File: src/wdrt_pkg.sv
// Constants for the watchdog reset timer.
// Assumes a plain register port on the processor bus and one oscillator clock.
package wdrt_pkg;
    localparam logic [15:0] WDRT_SERVICE_ADDR = 16'hFFFF;
    localparam logic [15:0] WDRT_VECTOR_HI_ADDR = 16'hFFFE;
    localparam int WDRT_PRESC_W = 12;
    localparam int WDRT_CNT_W = 6;
    localparam int WDRT_SVC_CLR_LSB = 4;
    localparam int WDRT_RST_PULSE = 32;
    localparam int WDRT_POR_DELAY = 4096;
    localparam int WDRT_SHORT_TIMEOUT = 8176; // Shortest short-rate timeout, 2^13 - 2^4
    localparam int WDRT_LONG_TIMEOUT = 262128; // Shortest long-rate timeout, 2^18 - 2^4
    localparam logic [7:0] WDRT_VECTOR_LO_DEF = 8'h00;
endpackage : wdrt_pkg

File: src/wdrt_top.sv
// Watchdog reset timer: prescaler, counter, reset pulse and service port.
// Assumes strobes on clk_i and pins that arrive asynchronously.
`timescale 1ns/1ps
module wdrt_top #(
    parameter int POR_DELAY = wdrt_pkg::WDRT_POR_DELAY,
    parameter logic [7:0] VECTOR_LO = wdrt_pkg::WDRT_VECTOR_LO_DEF
) (
    // Clock and reset
    input wire logic clk_i,
    input wire logic sys_rst_i,
    // Register port
    input wire logic [15:0] addr_i,
    input wire logic [7:0] wdata_i,
    input wire logic wr_i,
    input wire logic rd_i,
    output logic [7:0] rdata_o,
    // Configuration and core status
    input wire logic watchdog_disable_bit_i,
    input wire logic watchdog_rate_select_i,
    input wire logic stop_enable_i,
    input wire logic stop_exec_i,
    input wire logic vector_fetch_i,
    input wire logic internal_reset_i,
    input wire logic monitor_mode_i,
    input wire logic break_state_i,
    // Pins
    input wire logic hv_on_reset_pin_i,
    input wire logic hv_on_irq_pin_i,
    input wire logic flag_clear_i,
    output logic reset_pin_n_o,
    output logic reset_pin_oe_o,
    output logic watchdog_flag_o,
    output logic irq_o
);
    logic [1:0] hv_rst_sync;
    logic [1:0] hv_irq_sync;
    logic [11:0] presc;
    logic [5:0] cnt;
    logic [5:0] pulse_cnt;
    logic [12:0] por_cnt;
    logic por_done;
    logic stopped;
    logic [5:0] next_cnt;
    logic [11:0] next_presc;

    // Pin synchronisers
    always_ff @(posedge clk_i) begin
        if (sys_rst_i) begin
            hv_rst_sync <= 2'h0;
            hv_irq_sync <= 2'h0;
        end else begin
            hv_rst_sync <= {hv_rst_sync[0], hv_on_reset_pin_i};
            hv_irq_sync <= {hv_irq_sync[0], hv_on_irq_pin_i};
        end
    end

    // Decode and enables
    wire svc_wr = wr_i && (addr_i == wdrt_pkg::WDRT_SERVICE_ADDR);
    wire hv_rst = hv_rst_sync[1];
    wire hv_irq = hv_irq_sync[1];
    wire mon_off = monitor_mode_i && (hv_rst || hv_irq);
    wire brk_off = break_state_i && hv_rst;
    wire wd_off = watchdog_disable_bit_i || mon_off || brk_off;
    wire stop_go = stop_exec_i && stop_enable_i;
    wire pulsing = (pulse_cnt != 6'h00);
    wire run = !wd_off && !stopped && !pulsing;
    wire presc_full = (presc == 12'hFFF);
    // Long timeout uses full prescaler; short tap is bit 6 carry
    wire tick = watchdog_rate_select_i ? presc_full : (presc[6:0] == 7'h7F);
    wire ovf = run && tick && (cnt == 6'h3F);
    wire por_hit = !por_done && (por_cnt == 13'(POR_DELAY - 1));

    // Next counter and prescaler
    always_comb begin
        next_presc = run ? presc + 12'h001 : presc;
        next_cnt = (run && tick) ? cnt + 6'h01 : cnt;
        if (svc_wr) begin
            next_presc = {8'h00, presc[3:0]};
            next_cnt = 6'h00;
        end
        if (stop_go || vector_fetch_i || por_hit) begin
            next_presc = 12'h000;
        end
        if (internal_reset_i || ovf) begin
            next_presc = 12'h000;
            next_cnt = 6'h00;
        end
    end

    // Counter state
    always_ff @(posedge clk_i) begin
        if (sys_rst_i) begin
            presc <= 12'h000;
            cnt <= 6'h00;
        end else begin
            presc <= next_presc;
            cnt <= next_cnt;
        end
    end

    // Stop state, left on any bus or reset activity
    always_ff @(posedge clk_i) begin
        if (sys_rst_i) begin
            stopped <= 1'b0;
        end else if (stop_go) begin
            stopped <= 1'b1;
        end else if (internal_reset_i || wr_i || rd_i || vector_fetch_i) begin
            stopped <= 1'b0;
        end
    end

    // Power-on delay counter
    always_ff @(posedge clk_i) begin
        if (sys_rst_i) begin
            por_cnt <= 13'h0000;
            por_done <= 1'b0;
        end else if (!por_done) begin
            por_cnt <= por_cnt + 13'h0001;
            por_done <= por_hit;
        end
    end

    // Reset pulse and status flag
    always_ff @(posedge clk_i) begin
        if (sys_rst_i) begin
            pulse_cnt <= 6'h00;
            watchdog_flag_o <= 1'b0;
            reset_pin_n_o <= 1'b1;
            reset_pin_oe_o <= 1'b0;
        end else begin
            if (ovf) begin
                pulse_cnt <= 6'(wdrt_pkg::WDRT_RST_PULSE);
            end else if (pulsing) begin
                pulse_cnt <= pulse_cnt - 6'h01;
            end
            reset_pin_n_o <= !(ovf || pulse_cnt > 6'h01);
            reset_pin_oe_o <= ovf || pulse_cnt > 6'h01;
            if (ovf) begin
                watchdog_flag_o <= 1'b1;
            end else if (flag_clear_i) begin
                watchdog_flag_o <= 1'b0;
            end
        end
    end

    // Read port: service location returns vector low byte
    always_ff @(posedge clk_i) begin
        if (sys_rst_i) begin
            rdata_o <= 8'h00;
            irq_o <= 1'b0;
        end else begin
            rdata_o <= (rd_i && addr_i == wdrt_pkg::WDRT_SERVICE_ADDR) ? VECTOR_LO : 8'h00;
            irq_o <= 1'b0;
        end
    end

    // Checks: the helpers below watch the design only and never feed it.
    // Bounds are derived from the tap positions, so a slip in the prescaler
    // or counter width shows up as an early timeout here.

    // Length of the running low phase on the reset pin, for the pulse checks
    logic [6:0] low_len;
    always_ff @(posedge clk_i) begin
        if (sys_rst_i) begin
            low_len <= 7'h00;
        end else if (!reset_pin_n_o) begin
            low_len <= low_len + 7'h01;
        end else begin
            low_len <= 7'h00;
        end
    end

    // Cycles since the counter was last cleared, saturating; long_run says that
    // the long rate was selected at that clear and has stayed selected since
    logic [18:0] clr_age;
    logic long_run;
    wire cnt_clear = svc_wr || internal_reset_i || ovf;
    always_ff @(posedge clk_i) begin
        if (sys_rst_i) begin
            clr_age <= 19'h0_0000;
            long_run <= 1'b0;
        end else if (cnt_clear) begin
            clr_age <= 19'h0_0000;
            long_run <= watchdog_rate_select_i;
        end else begin
            clr_age <= (clr_age == 19'h7_FFFF) ? clr_age : clr_age + 19'h0_0001;
            long_run <= long_run && watchdog_rate_select_i;
        end
    end

    // Counting: the prescaler steps by one each running cycle and the
    // counter steps only on the tap that the rate input selects
    presc_step_a: assert property (@(posedge clk_i) disable iff (sys_rst_i)
        run && !svc_wr && !stop_go && !vector_fetch_i && !por_hit && !internal_reset_i && !ovf
        |=> presc == $past(presc) + 12'h001)
        else $error("Prescaler did not advance");

    count_step_a: assert property (@(posedge clk_i) disable iff (sys_rst_i)
        run && tick && !ovf && !svc_wr && !internal_reset_i |=> cnt == $past(cnt) + 6'h01)
        else $error("Counter did not advance on a tick");

    count_idle_a: assert property (@(posedge clk_i) disable iff (sys_rst_i)
        !(run && tick) && !svc_wr && !internal_reset_i |=> $stable(cnt))
        else $error("Counter moved without a tick");

    // Timeout length, counted from the last clear of the counter; stages
    // 1 to 4 survive a service write, which is where the 2^4 slack comes from
    short_bound_a: assert property (@(posedge clk_i) disable iff (sys_rst_i)
        ovf |-> clr_age >= 19'(wdrt_pkg::WDRT_SHORT_TIMEOUT))
        else $error("Timeout came too early");

    long_bound_a: assert property (@(posedge clk_i) disable iff (sys_rst_i)
        ovf && long_run |-> clr_age >= 19'(wdrt_pkg::WDRT_LONG_TIMEOUT))
        else $error("Long timeout came too early");

    // Service write: counter and upper prescaler stages clear, low stages stay
    service_clears_a: assert property (@(posedge clk_i) disable iff (sys_rst_i)
        svc_wr && !internal_reset_i |=> cnt == 6'h00 && presc[11:4] == 8'h00)
        else $error("Service write did not clear");

    service_low_a: assert property (@(posedge clk_i) disable iff (sys_rst_i)
        svc_wr && !stop_go && !vector_fetch_i && !por_hit && !internal_reset_i && !ovf
        |=> presc[3:0] == $past(presc[3:0]))
        else $error("Service write disturbed the low prescaler stages");

    other_write_a: assert property (@(posedge clk_i) disable iff (sys_rst_i)
        wr_i && !svc_wr && run && tick && !ovf && !internal_reset_i |=> cnt != 6'h00)
        else $error("Write elsewhere cleared the counter");

    // Timeout pulse on the reset pin and the sticky status flag
    pulse_len_a: assert property (@(posedge clk_i) disable iff (sys_rst_i)
        ovf |=> !reset_pin_n_o [*8])
        else $error("Reset pulse too short");

    pulse_exact_a: assert property (@(posedge clk_i) disable iff (sys_rst_i)
        $rose(reset_pin_n_o) |-> low_len == 7'(wdrt_pkg::WDRT_RST_PULSE))
        else $error("Reset pulse length wrong");

    pulse_cap_a: assert property (@(posedge clk_i) disable iff (sys_rst_i)
        !reset_pin_n_o |-> low_len < 7'(wdrt_pkg::WDRT_RST_PULSE))
        else $error("Reset pulse too long");

    pin_drive_a: assert property (@(posedge clk_i) disable iff (sys_rst_i)
        reset_pin_oe_o == !reset_pin_n_o)
        else $error("Pin enable and level disagree");

    flag_set_a: assert property (@(posedge clk_i) disable iff (sys_rst_i)
        ovf |=> watchdog_flag_o)
        else $error("Flag not set");

    flag_hold_a: assert property (@(posedge clk_i) disable iff (sys_rst_i)
        watchdog_flag_o && !flag_clear_i |=> watchdog_flag_o)
        else $error("Flag dropped without a clear");

    pulse_freeze_a: assert property (@(posedge clk_i) disable iff (sys_rst_i)
        pulsing && !svc_wr && !internal_reset_i |=> $stable(cnt))
        else $error("Counter moved during the pulse");

    // Disables: configuration bit, monitor mode with high voltage on either pin and break state with high voltage on the reset pin all hold
    // the counter; none of them may let a reset through
    disabled_hold_a: assert property (@(posedge clk_i) disable iff (sys_rst_i)
        watchdog_disable_bit_i |-> !ovf)
        else $error("Overflow while disabled");

    disabled_freeze_a: assert property (@(posedge clk_i) disable iff (sys_rst_i)
        watchdog_disable_bit_i && !svc_wr && !internal_reset_i |=> $stable(cnt))
        else $error("Counter moved while disabled");

    mon_off_a: assert property (@(posedge clk_i) disable iff (sys_rst_i)
        mon_off && !svc_wr && !internal_reset_i |=> $stable(cnt))
        else $error("Counting in monitor");

    brk_off_a: assert property (@(posedge clk_i) disable iff (sys_rst_i)
        brk_off |-> !ovf)
        else $error("Overflow in break");

    brk_freeze_a: assert property (@(posedge clk_i) disable iff (sys_rst_i)
        brk_off && !svc_wr && !internal_reset_i |=> $stable(cnt))
        else $error("Counter moved in break");

    // Stop: only with the enable bit; clears the prescaler and freezes
    // the prescaler and counter until a bus access, a vector fetch or an internal reset
    stop_clear_a: assert property (@(posedge clk_i) disable iff (sys_rst_i)
        stop_go |=> presc == 12'h000)
        else $error("Stop did not clear");

    stop_ignored_a: assert property (@(posedge clk_i) disable iff (sys_rst_i)
        stop_exec_i && !stop_enable_i && !stopped |=> !stopped)
        else $error("Stop taken while not enabled");

    stop_freeze_a: assert property (@(posedge clk_i) disable iff (sys_rst_i)
        stopped && !svc_wr && !internal_reset_i |=> $stable(cnt))
        else $error("Counter moved while stopped");

    presc_frozen_a: assert property (@(posedge clk_i) disable iff (sys_rst_i)
        stopped && !svc_wr && !stop_go && !vector_fetch_i && !por_hit && !internal_reset_i
        |=> $stable(presc))
        else $error("Prescaler moved while stopped");

    stop_wake_a: assert property (@(posedge clk_i) disable iff (sys_rst_i)
        stopped && !stop_go && (wr_i || rd_i || vector_fetch_i || internal_reset_i) |=> !stopped)
        else $error("Stop not left on activity");

    // Other clears: vector fetch, power-on delay and internal reset
    fetch_clear_a: assert property (@(posedge clk_i) disable iff (sys_rst_i)
        vector_fetch_i |=> presc == 12'h000)
        else $error("Fetch did not clear");

    por_clear_a: assert property (@(posedge clk_i) disable iff (sys_rst_i)
        por_hit |=> presc == 12'h000)
        else $error("Power-on delay did not clear");

    por_done_a: assert property (@(posedge clk_i) disable iff (sys_rst_i)
        por_done |=> por_done)
        else $error("Power-on delay restarted");

    por_wait_a: assert property (@(posedge clk_i) disable iff (sys_rst_i)
        !por_done && !por_hit |=> !por_done)
        else $error("Power-on delay ended early");

    int_reset_a: assert property (@(posedge clk_i) disable iff (sys_rst_i)
        internal_reset_i |=> presc == 12'h000 && cnt == 6'h00)
        else $error("Internal reset did not clear");

    // Read port and interrupt line: reads never see watchdog state
    no_irq_a: assert property (@(posedge clk_i) disable iff (sys_rst_i)
        !irq_o)
        else $error("Interrupt raised");

    read_vec_a: assert property (@(posedge clk_i) disable iff (sys_rst_i)
        rd_i && addr_i == wdrt_pkg::WDRT_SERVICE_ADDR |=> rdata_o == VECTOR_LO)
        else $error("Bad service read");

    read_other_a: assert property (@(posedge clk_i) disable iff (sys_rst_i)
        rd_i && addr_i != wdrt_pkg::WDRT_SERVICE_ADDR |=> rdata_o == 8'h00)
        else $error("Read of another address returned data");

    // Main scenarios
    timeout_c: cover property (@(posedge clk_i) disable iff (sys_rst_i) ovf);
    service_c: cover property (@(posedge clk_i) disable iff (sys_rst_i) svc_wr);
    stop_c: cover property (@(posedge clk_i) disable iff (sys_rst_i) stop_go);

    // Clears and the end of a pulse
    fetch_c: cover property (@(posedge clk_i) disable iff (sys_rst_i) vector_fetch_i);
    pulse_end_c: cover property (@(posedge clk_i) disable iff (sys_rst_i) $rose(reset_pin_n_o));
endmodule : wdrt_top
File: config.mk
export PLATFORM = sky130hd
export DESIGN_NAME = wdrt_top
export DESIGN_NICKNAME = d
export VERILOG_FILES = /design/src/wdrt_pkg.sv /design/src/wdrt_top.sv
export SDC_FILE = /design/constraint.sdc
export NUM_CORES = 1
export LEC_CHECK = 0
export ABC_CLOCK_PERIOD_IN_PS = 2870
export BUFFER_PORTS_ARGS = -buffer_cell sky130_fd_sc_hd__buf_2
export CAP_MARGIN = 10
export CORE_MARGIN = 3
export CORE_UTILIZATION = 50
export CTS_CLUSTER_DIAMETER = 50
export DETAILED_ROUTE_END_ITERATION = 8
export PLACE_DENSITY_LB_ADDON = 0.15
export SYNTH_ARGS = -nofsm -noshare
export SYNTH_HDL_FRONTEND = slang
export SYNTH_SLANG_ARGS = --single-unit
export TNS_END_PERCENT = 5
File: constraint.sdc
create_clock -name clk_i -period 2.87 [get_ports clk_i]
set_clock_uncertainty 0.1 [all_clocks]
set_input_delay 0.287 -clock clk_i [delete_from_list [all_inputs] [get_ports clk_i]]
set_output_delay 0.287 -clock clk_i [all_outputs]
set_load 0.05 [all_outputs]
==> flow_summary.yaml, run 1 <==
grt:
  overflow: 0
  antenna_found_initial: 0
  grt_pass1_vias: 1696
  grt_max_degree: 30
  grt_pass1_wl_um: 7290
  grt_util_all_layers_pct: 17.5
synthesis:
  async_flop_share_pct: 0
  yosysTopAreaCell: "dfxtp_1"
  synth_ff_type: "dfxtp_1"
  seq_area_frac_synth_pct: 41.1
  synth_top_area_share_pct: 41.1
  synthCells: 256
  yosys_warnings: 0
  ys_types: 49
  syn_area_per_cell_um2: 8.76
  synth_edf_count: 0
  synthTopCellsByArea: "dfxtp_1 41%, xnor2_1 7.8%, nor2_1 6.4%, nand3_1 3.6%, xor2_1 3.5%"
  ys_ff_latch: 46
  synth_area_um2: 2240
pwr:
  power_density_nw_per_um2: 659
  clockPowerShare_pct: 28.6
  vdd_drop_max_uv: 608
  power_leakage_nw: 0.914
  sw_frac_of_total_pct: 30.9
  p_int_mw: 1.14
  p_sw_mw: 0.512
  total_power_mw: 1.66
  p_comb_share_pct: 26.0
  seqPwrFrac_pct: 45.4
floorplan:
  start_util_pct: 53.7
  die_h_um: 73.0
  die_area_um2: 5320
  rows: 23
  ios: 51
  die-width_um: 73.0
  core_um2: 4170
worst_setup_path:
  r2r-start: "pulse_cnt[0]"
  start_kind: "flop"
  critPathMaxFanout: 17
  critPathCaptureType: "flop"
  crit_type: "flop to flop"
  ff2ff_setup_slack_ns: 0.37
  reg2reg_depth: 7
  r2r-end: "presc[5]"
  cp.arrival_ns: 2.58
  cp.required_ns: 2.95
placed_design:
  placed_area_um2: 2400
  preCtsSetupSlack_ns: 0.403
  dp_hpwl_um: 3040
  gp_congestion: 0.781
  port_buffers: 33
finish:
  area_growth_syn_to_layout_pct: 12.2
  mostFrequentLayoutCells: "46 x dfxtp_1, 38 x nor2_1, 33 x buf_2, 20 x xnor2_1, 16 x nand3_1"
  num_antenna_cells: 0
  layout-drive-gt1-share_pct: 17.4
  final_common_cell: "dfxtp_1"
  nets: 332
  finalInstanceArea_um2: 2510
detailed_routing:
  num_vias: 1793
  vias_per_cell: 5.30
  antenna_left: 0
  drt-initial-drc-count: 75
  wl_per_cell_um: 12.1
  first_pass_iters: 4
  drc: 0
  totalWireLength_um: 4100
clocking:
  clockBufferDepth: 2
  htreeDepth: 2
  cts-root-buf: "clkbuf_8"
  holdBufCountCts: 0
  cts_setup_buffers: 0
  cts_buffers: 5
  cts_tree: "done"
  clk_pin_slew_worst_paths_ns: 0.08
  ctsResizeCount: 0
  clkSinkCount: 46
  clock_latency_ns: 0.30
sta:
  slew_headroom_pct: 59.4
  setup_viol: 0
  fin_crit_sh_pct: 87.1
  hold_viol: 0
  rsz0062_at_grt: "no"
  tightestPinTransition_ns: 0.603
  finalHoldWorstSlack_ns: 0.0917
  tns_ns: 0
  maxSlewViolCount: 0
  setup_ws_ns: 0.369
  fin_crit_ns: 2.50
  clock.fmax_ghz: 0.400
worst_hold_path:
  min_from: "hv_on_irq_pin_i"
  hold_end: "hv_irq_sync[0]"
  hold_path.class: "primary input to flop"
  hold_path_depth: 2
status:
  outcome: "complete, no violations"
run:
  cap_violations: 0
## cells in the mapped netlist, types with 3 or more instances
| library cell | instances |
|---|---|
| nor4_1 | 12 |
| nand4_1 | 5 |
| clkbuf_1 | 6 |
| xor2_1 | 9 |
| xnor2_1 | 20 |
| nor3_1 | 9 |
| o21ai_0 | 3 |
| a21oi_1 | 7 |
| inv_1 | 4 |
| nand2_1 | 11 |
| and3_1 | 7 |
| ha_1 | 6 |
| dfxtp_1 | 46 |
| or3_1 | 3 |
| buf_4 | 9 |
| nand3_1 | 16 |
| nor2b_1 | 5 |
| nor2_1 | 38 |
## worst max path at each step
stage,from,endpoint,cells past startpoint
after floorplan,pulse_cnt[0],cnt[5],7
after global placement,pulse_cnt[0],presc[5],7
after detailed placement,pulse_cnt[0],presc[5],7
after CTS,pulse_cnt[0],presc[5],7
after global routing,pulse_cnt[0],cnt[5],7
final,pulse_cnt[0],presc[5],7
## metal layers
layer | up-vias | part of all wire (%) | track usage, %
met5 | - | 0 | 0
met4 | 0 | 1.8 | 7.38
met3 | 6 | 4.8 | 4.55
met2 | 44 | 44 | 28.1
met1 | 801 | 49 | 22.3
li1 | 942 | - | -
## cell type report
| type | instances | area [um^2] |
|---|---|---|
| timing repair buffer | 34 | 173 |
| inverter | 4 | 15.0 |
| clock buffer | 6 | 72.6 |
| fill | 366 | 1660 |
| multi-input combinational | 196 | 1230 |
| clock inverter | 2 | 37.5 |
| sequential | 46 | 921 |
| tap | 50 | 62.6 |
## cells by family after synthesis
family	after synthesis	share of synthesized area, %
other	1	0.167
flip-flops	46	41.1
AO/OA/AOI/OAI	25	7.81
adder cells (fa/ha/maj)	6	3.35
multiplexers	2	0.893
XOR/XNOR	29	11.3
buffers and inverters	22	5.24
AND/OR/NAND/NOR	125	30.1
## stage by stage
step / std cells / utilization (%)
after CTS: 338 / 60.3
after global placement: 330 / 57.6
after global routing: 338 / 60.3
after detailed placement: 330 / 57.6
final: 338 / 60.3
after floorplan: 264 / -
## state kept, by name (all words and copies together) (netlist names)
signal	count
por_cnt	13
presc	12
cnt	6
pulse_cnt	6
hv_irq_sync	2
hv_rst_sync	2
por_done	1
reset_pin_n_o	1
reset_pin_oe_o	1
stopped	1
watchdog_flag_o	1
## power by group through the flow
stage / logic [mW] / registers (mW) / clock network (mW)
after floorplan: 0.325 / 0.802 / 0
after global placement: 0.423 / 0.767 / 0
after detailed placement: 0.433 / 0.768 / 0
after CTS: 0.436 / 0.753 / 0.489
after global routing: 0.484 / 0.762 / 0.524
final: 0.431 / 0.752 / 0.473
## worst max-delay path, stage by stage, from the launching register on
cell	delay, ns
dfxtp_1	0.34
inv_1	0.12
ha_1	0.20
nor4bb_1	0.34
nand2_2	0.26
or4_1	0.54
o211ai_2	0.38
nor2_1	0.10
(Power assumes the default switching activity.)
==> run 2: changes to the inputs <==
--- a/config.mk
+++ b/config.mk
@@ -12,7 +12,7 @@
 export CORE_UTILIZATION = 50
 export CTS_CLUSTER_DIAMETER = 50
 export DETAILED_ROUTE_END_ITERATION = 8
-export PLACE_DENSITY_LB_ADDON = 0.15
+export PLACE_DENSITY = 0.77
 export SYNTH_ARGS = -nofsm -noshare
 export SYNTH_HDL_FRONTEND = slang
 export SYNTH_SLANG_ARGS = --single-unit
==> flow_summary.yaml, run 2 (synthesis results as in run 1) <==
grt:
  antenna_found_initial: 0
  grt_util_all_layers_pct: 16.5
  grt_pass1_wl_um: 7040
  grt_pass1_vias: 1686
  overflow: 0
  grt_max_degree: 30
worst_setup_path:
  critPathMaxFanout: 17
  r2r-start: "pulse_cnt[0]"
  start_kind: "flop"
  cp.required_ns: 2.95
  critPathCaptureType: "flop"
  cp.arrival_ns: 2.51
  crit_type: "flop to flop"
  cp-startpoint: "pulse_cnt[0]"
finish:
  largest_reg_flops: 13
  num_antenna_cells: 0
  regMostFlops: "por_cnt"
  largestRegisters: "por_cnt x13, presc x12"
  multiInputGateArea_um2: 1230
  seqCellArea_um2: 921
  final_common_cell: "dfxtp_1"
  instances_no_fill: 339
  area_growth_syn_to_layout_pct: 11.4
  layout-drive-gt1-share_pct: 17.6
  nets: 333
  nFillCells: 357
  mostFrequentLayoutCells: "46 x dfxtp_1, 38 x nor2_1, 33 x buf_2, 20 x xnor2_1, 16 x nand3_1"
sta:
  maxSlewViolCount: 0
  tns_ns: 0
  rsz0062_at_grt: "no"
  fin_crit_sh_pct: 84.9
  clock.fmax_ghz: 0.410
  setup_viol: 0
  hold_viol: 0
  fin_crit_ns: 2.44
clocking:
  clock_latency_ns: 0.30
  cts_tree: "done"
  cts_buffers: 5
  cts-root-buf: "clkbuf_8"
  clockBufferDepth: 2
  cts_setup_buffers: 0
  clkSinkCount: 46
  htreeDepth: 2
  clk_pin_slew_worst_paths_ns: 0.08
  holdBufCountCts: 0
  ctsResizeCount: 0
floorplan:
  core_um2: 4170
  ios: 51
  die-width_um: 73.0
  die_h_um: 73.0
  die_area_um2: 5320
  start_util_pct: 53.7
  rows: 23
detailed_routing:
  drc: 0
  drt-initial-drc-count: 35
  num_vias: 1807
  first_pass_iters: 4
  totalWireLength_um: 3950
  vias_per_cell: 5.33
  wl_per_cell_um: 11.6
  antenna_left: 0
pwr:
  total_power_mw: 1.57
  power_leakage_nw: 0.914
  vdd_drop_max_uv: 589
  power_density_nw_per_um2: 628
status:
  outcome: "complete, no violations"
run:
  cap_violations: 0
worst_hold_path:
  hold_path.class: "primary input to flop"
  min_from: "hv_on_irq_pin_i"
placed_design:
  gp_congestion: 0.815
  dp_hpwl_um: 3030
  port_buffers: 33
  dp.cells: 331
-- run 2: cell types whose count changed in the layout (fill, tap and decap cells not counted), sizes merged --
cell / delta
buf: +1
bufinv: -1
clkinv: +2
clkinvlp: -1
-- run 2: path summary, 6_finish.rpt --
path	to	slack, ns	cells past startpoint
worst max-delay path	presc[9]	0.43	7
worst max register to register	presc[9]	0.43	7
worst min-delay path	hv_irq_sync[0]	0.11	2
worst min register to register	hv_rst_sync[1]	0.35	1
-- run 2: area by class of cell --
type / instances / share of cell area [%]
clock inverter: 2 / 0.551
clock buffer: 6 / 2.90
timing repair buffer: 35 / 7.21
inverter: 4 / 0.601
tap: 50 / 2.50
sequential: 46 / 36.9
multi-input combinational: 196 / 49.4
-- run 2: per-layer routing --
metal	up-vias	track usage (%)	part of all wire, %
met4	0	4.92	1.1
met5	-	0	0
li1	944	-	-
met1	823	19.0	47
met3	6	4.41	4.3
met2	34	29.5	48
-- run 2: report_power, final --
part           internal [mW]  total, mW  switching [mW]
Sequential             0.698      0.753          0.0545
Clock                  0.172      0.385           0.213
Combinational          0.185      0.431           0.245
Total                   1.06       1.57           0.513
-- run 2: metrics by stage --
step                      setup slack (ns)  utilization (%)  area, um^2  hold WS [ns]
after detailed placement             0.451             57.8        2410         0.344
after CTS                            0.434             59.9        2500         0.110
after global placement               0.502             57.8        2410         0.319
after floorplan                      0.767                -        2270         0.314
after global routing                 0.180             59.9        2500         0.140
final                                0.433             59.9        2500         0.109
-- run 2: worst max-delay path: stages, from the launching register on --
cell      delay (ns)
dfxtp_1         0.33
inv_1           0.12
ha_1            0.18
nor4bb_1        0.34
nand2_2         0.26
or4_1           0.53
o211ai_2        0.36
nor2_1          0.09
==> run 3: changes to the inputs <==
--- a/config.mk
+++ b/config.mk
@@ -5,7 +5,7 @@
 export SDC_FILE = /design/constraint.sdc
 export NUM_CORES = 1
 export LEC_CHECK = 0
-export ABC_CLOCK_PERIOD_IN_PS = 2870
+export ABC_CLOCK_PERIOD_IN_PS = 2500
 export BUFFER_PORTS_ARGS = -buffer_cell sky130_fd_sc_hd__buf_2
 export CAP_MARGIN = 10
 export CORE_MARGIN = 3
==> constraint.sdc (replaced) <==
create_clock -name clk_i -period 2.5 [get_ports clk_i]
set_clock_uncertainty 0.1 [all_clocks]
set_input_delay 0.25 -clock clk_i [delete_from_list [all_inputs] [get_ports clk_i]]
set_output_delay 0.25 -clock clk_i [all_outputs]
set_load 0.05 [all_outputs]
==> flow_summary.yaml, run 3 (synthesis results as in run 1) <==
status:
  outcome: "complete, no violations"
clocking:
  clkSinkCount: 46
  cts_setup_buffers: 0
  clockBufferDepth: 2
  ctsResizeCount: 0
  cts_buffers: 5
  cts_tree: "done"
  cts-root-buf: "clkbuf_8"
  clk_pin_slew_worst_paths_ns: 0.09
  clock_latency_ns: 0.29
  holdBufCountCts: 0
  htreeDepth: 2
sta:
  hold_viol: 0
  slew_headroom_pct: 65.5
  finalHoldWorstSlack_ns: 0.0706
  fin_crit_sh_pct: 90.2
  clock.fmax_ghz: 0.444
  setup_ws_ns: 0.246
  setup_viol: 0
  tightestPinTransition_ns: 0.517
  tns_ns: 0
  maxSlewViolCount: 0
  fin_crit_ns: 2.25
  rsz0062_at_grt: "no"
pwr:
  power_leakage_nw: 0.944
  total_power_mw: 2.02
  vdd_drop_max_uv: 606
  sw_frac_of_total_pct: 28.9
  seqPwrFrac_pct: 42.8
  p_int_mw: 1.44
  power_density_nw_per_um2: 790
  clockPowerShare_pct: 33.0
  p_sw_mw: 0.585
  p_comb_share_pct: 24.2
worst_setup_path:
  cp-startpoint: "pulse_cnt[0]"
  start_kind: "flop"
  r2r-start: "pulse_cnt[0]"
  path_cells: "inv_1 > ha_1 > nor4bb_1 > nand2_2 > or4_1 > o211ai_2 > nor2_1"
  critPathMaxFanout: 8
  critPathCaptureType: "flop"
  critPathSlowestCell: "or4_1"
  cp.depth: 7
  cpPeakStageDelay_ns: 0.49
  path_buf_inv: 1
  cp.required_ns: 2.57
  crit_type: "flop to flop"
  reg2reg_depth: 7
  path_delay_family: "simple AND/OR/NAND/NOR gates"
  cp.arrival_ns: 2.33
finish:
  regMostFlops: "por_cnt"
  area_growth_syn_to_layout_pct: 14.3
  largest_reg_flops: 13
  num_antenna_cells: 0
  layout-drive-gt1-share_pct: 18.3
  mostFrequentLayoutCells: "46 x dfxtp_1, 38 x nor2_1, 33 x buf_2, 20 x xnor2_1, 16 x nand3_1"
  final_common_cell: "dfxtp_1"
  largestRegisters: "por_cnt x13, presc x12"
  instances_no_fill: 340
  nets: 334
floorplan:
  start_util_pct: 53.7
  ios: 51
  die_h_um: 73.0
  core_um2: 4170
  rows: 23
  die-width_um: 73.0
  die_area_um2: 5320
grt:
  grt_max_degree: 30
  grt_use_met2_pct: 30.7
  grt_util_met1_pct: 19.0
  grt_util_all_layers_pct: 16.6
  antenna_found_initial: 0
  overflow: 0
  grt_pass1_wl_um: 7110
  grt_pass1_vias: 1671
  top_usage_layer: "met2"
  grt_util_met3_pct: 4.55
detailed_routing:
  totalWireLength_um: 4100
  vias_per_cell: 5.39
  drt-initial-drc-count: 67
  first_pass_iters: 5
  drc: 0
  num_vias: 1831
  wl_per_cell_um: 12.1
  antenna_left: 0
placed_design:
  dp.cells: 332
  preCtsSetupSlack_ns: 0.250
  gp_congestion: 0.796
  dp_hpwl_um: 3110
  port_buffers: 33
worst_hold_path:
  min_from: "hv_on_irq_pin_i"
  hold_path.class: "primary input to flop"
  hold_path_depth: 2
run:
  cap_violations: 0
[run 3: changes by cell type in the layout (fill, tap and decap cells not counted), sizes merged]
cell    change
buf         +1
clkinv      -2
bufinv      +2
[run 3: power groups by stage]
| stage | clock [mW] | combinational (mW) | sequential [mW] |
|---|---|---|---|
| after floorplan | 0 | 0.373 | 0.921 |
| after global placement | 0 | 0.482 | 0.880 |
| after detailed placement | 0 | 0.495 | 0.882 |
| after CTS | 0.680 | 0.497 | 0.866 |
| after global routing | 0.711 | 0.540 | 0.873 |
| final | 0.669 | 0.490 | 0.866 |
[run 3: layer usage]
layer,wire length [um],vias up
li1,-,945
met1,1850,840
met2,2040,44
met3,187,2
met4,25,0
met5,0,-
[run 3: final cells by class]
cell class,instances,area (um^2)
repair buffers,36,188
clock buffers,6,82.6
well taps,50,62.6
flip-flops and latches,46,921
clock inverters,2,60.1
multi-input cells,196,1230
fillers,369,1610
inverters,4,15.0
[run 3: metrics by stage]
step	cell area, um^2	utilization, %
finish	2560	61.4
global route	2560	61.4
CTS	2560	61.4
detailed placement	2420	58.0
global placement	2420	58.0
floorplan	2270	-
[run 3: path summary, 6_finish.rpt]
path | end | slack [ns]
worst max-delay path | presc[11] | 0.25
worst min-delay path | hv_irq_sync[0] | 0.07
worst max register to register | presc[11] | 0.25
worst min register to register | hv_rst_sync[1] | 0.35
[run 3: worst reg2reg max path: cells and delay by family (launching register included)]
family | cells | cell delay (ns)
AO/OA/AOI/OAI | 1 | 0.36
adder cells (fa/ha/maj) | 1 | 0.18
buffers and inverters | 1 | 0.11
flip-flops | 1 | 0.33
AND/OR/NAND/NOR | 4 | 1.05
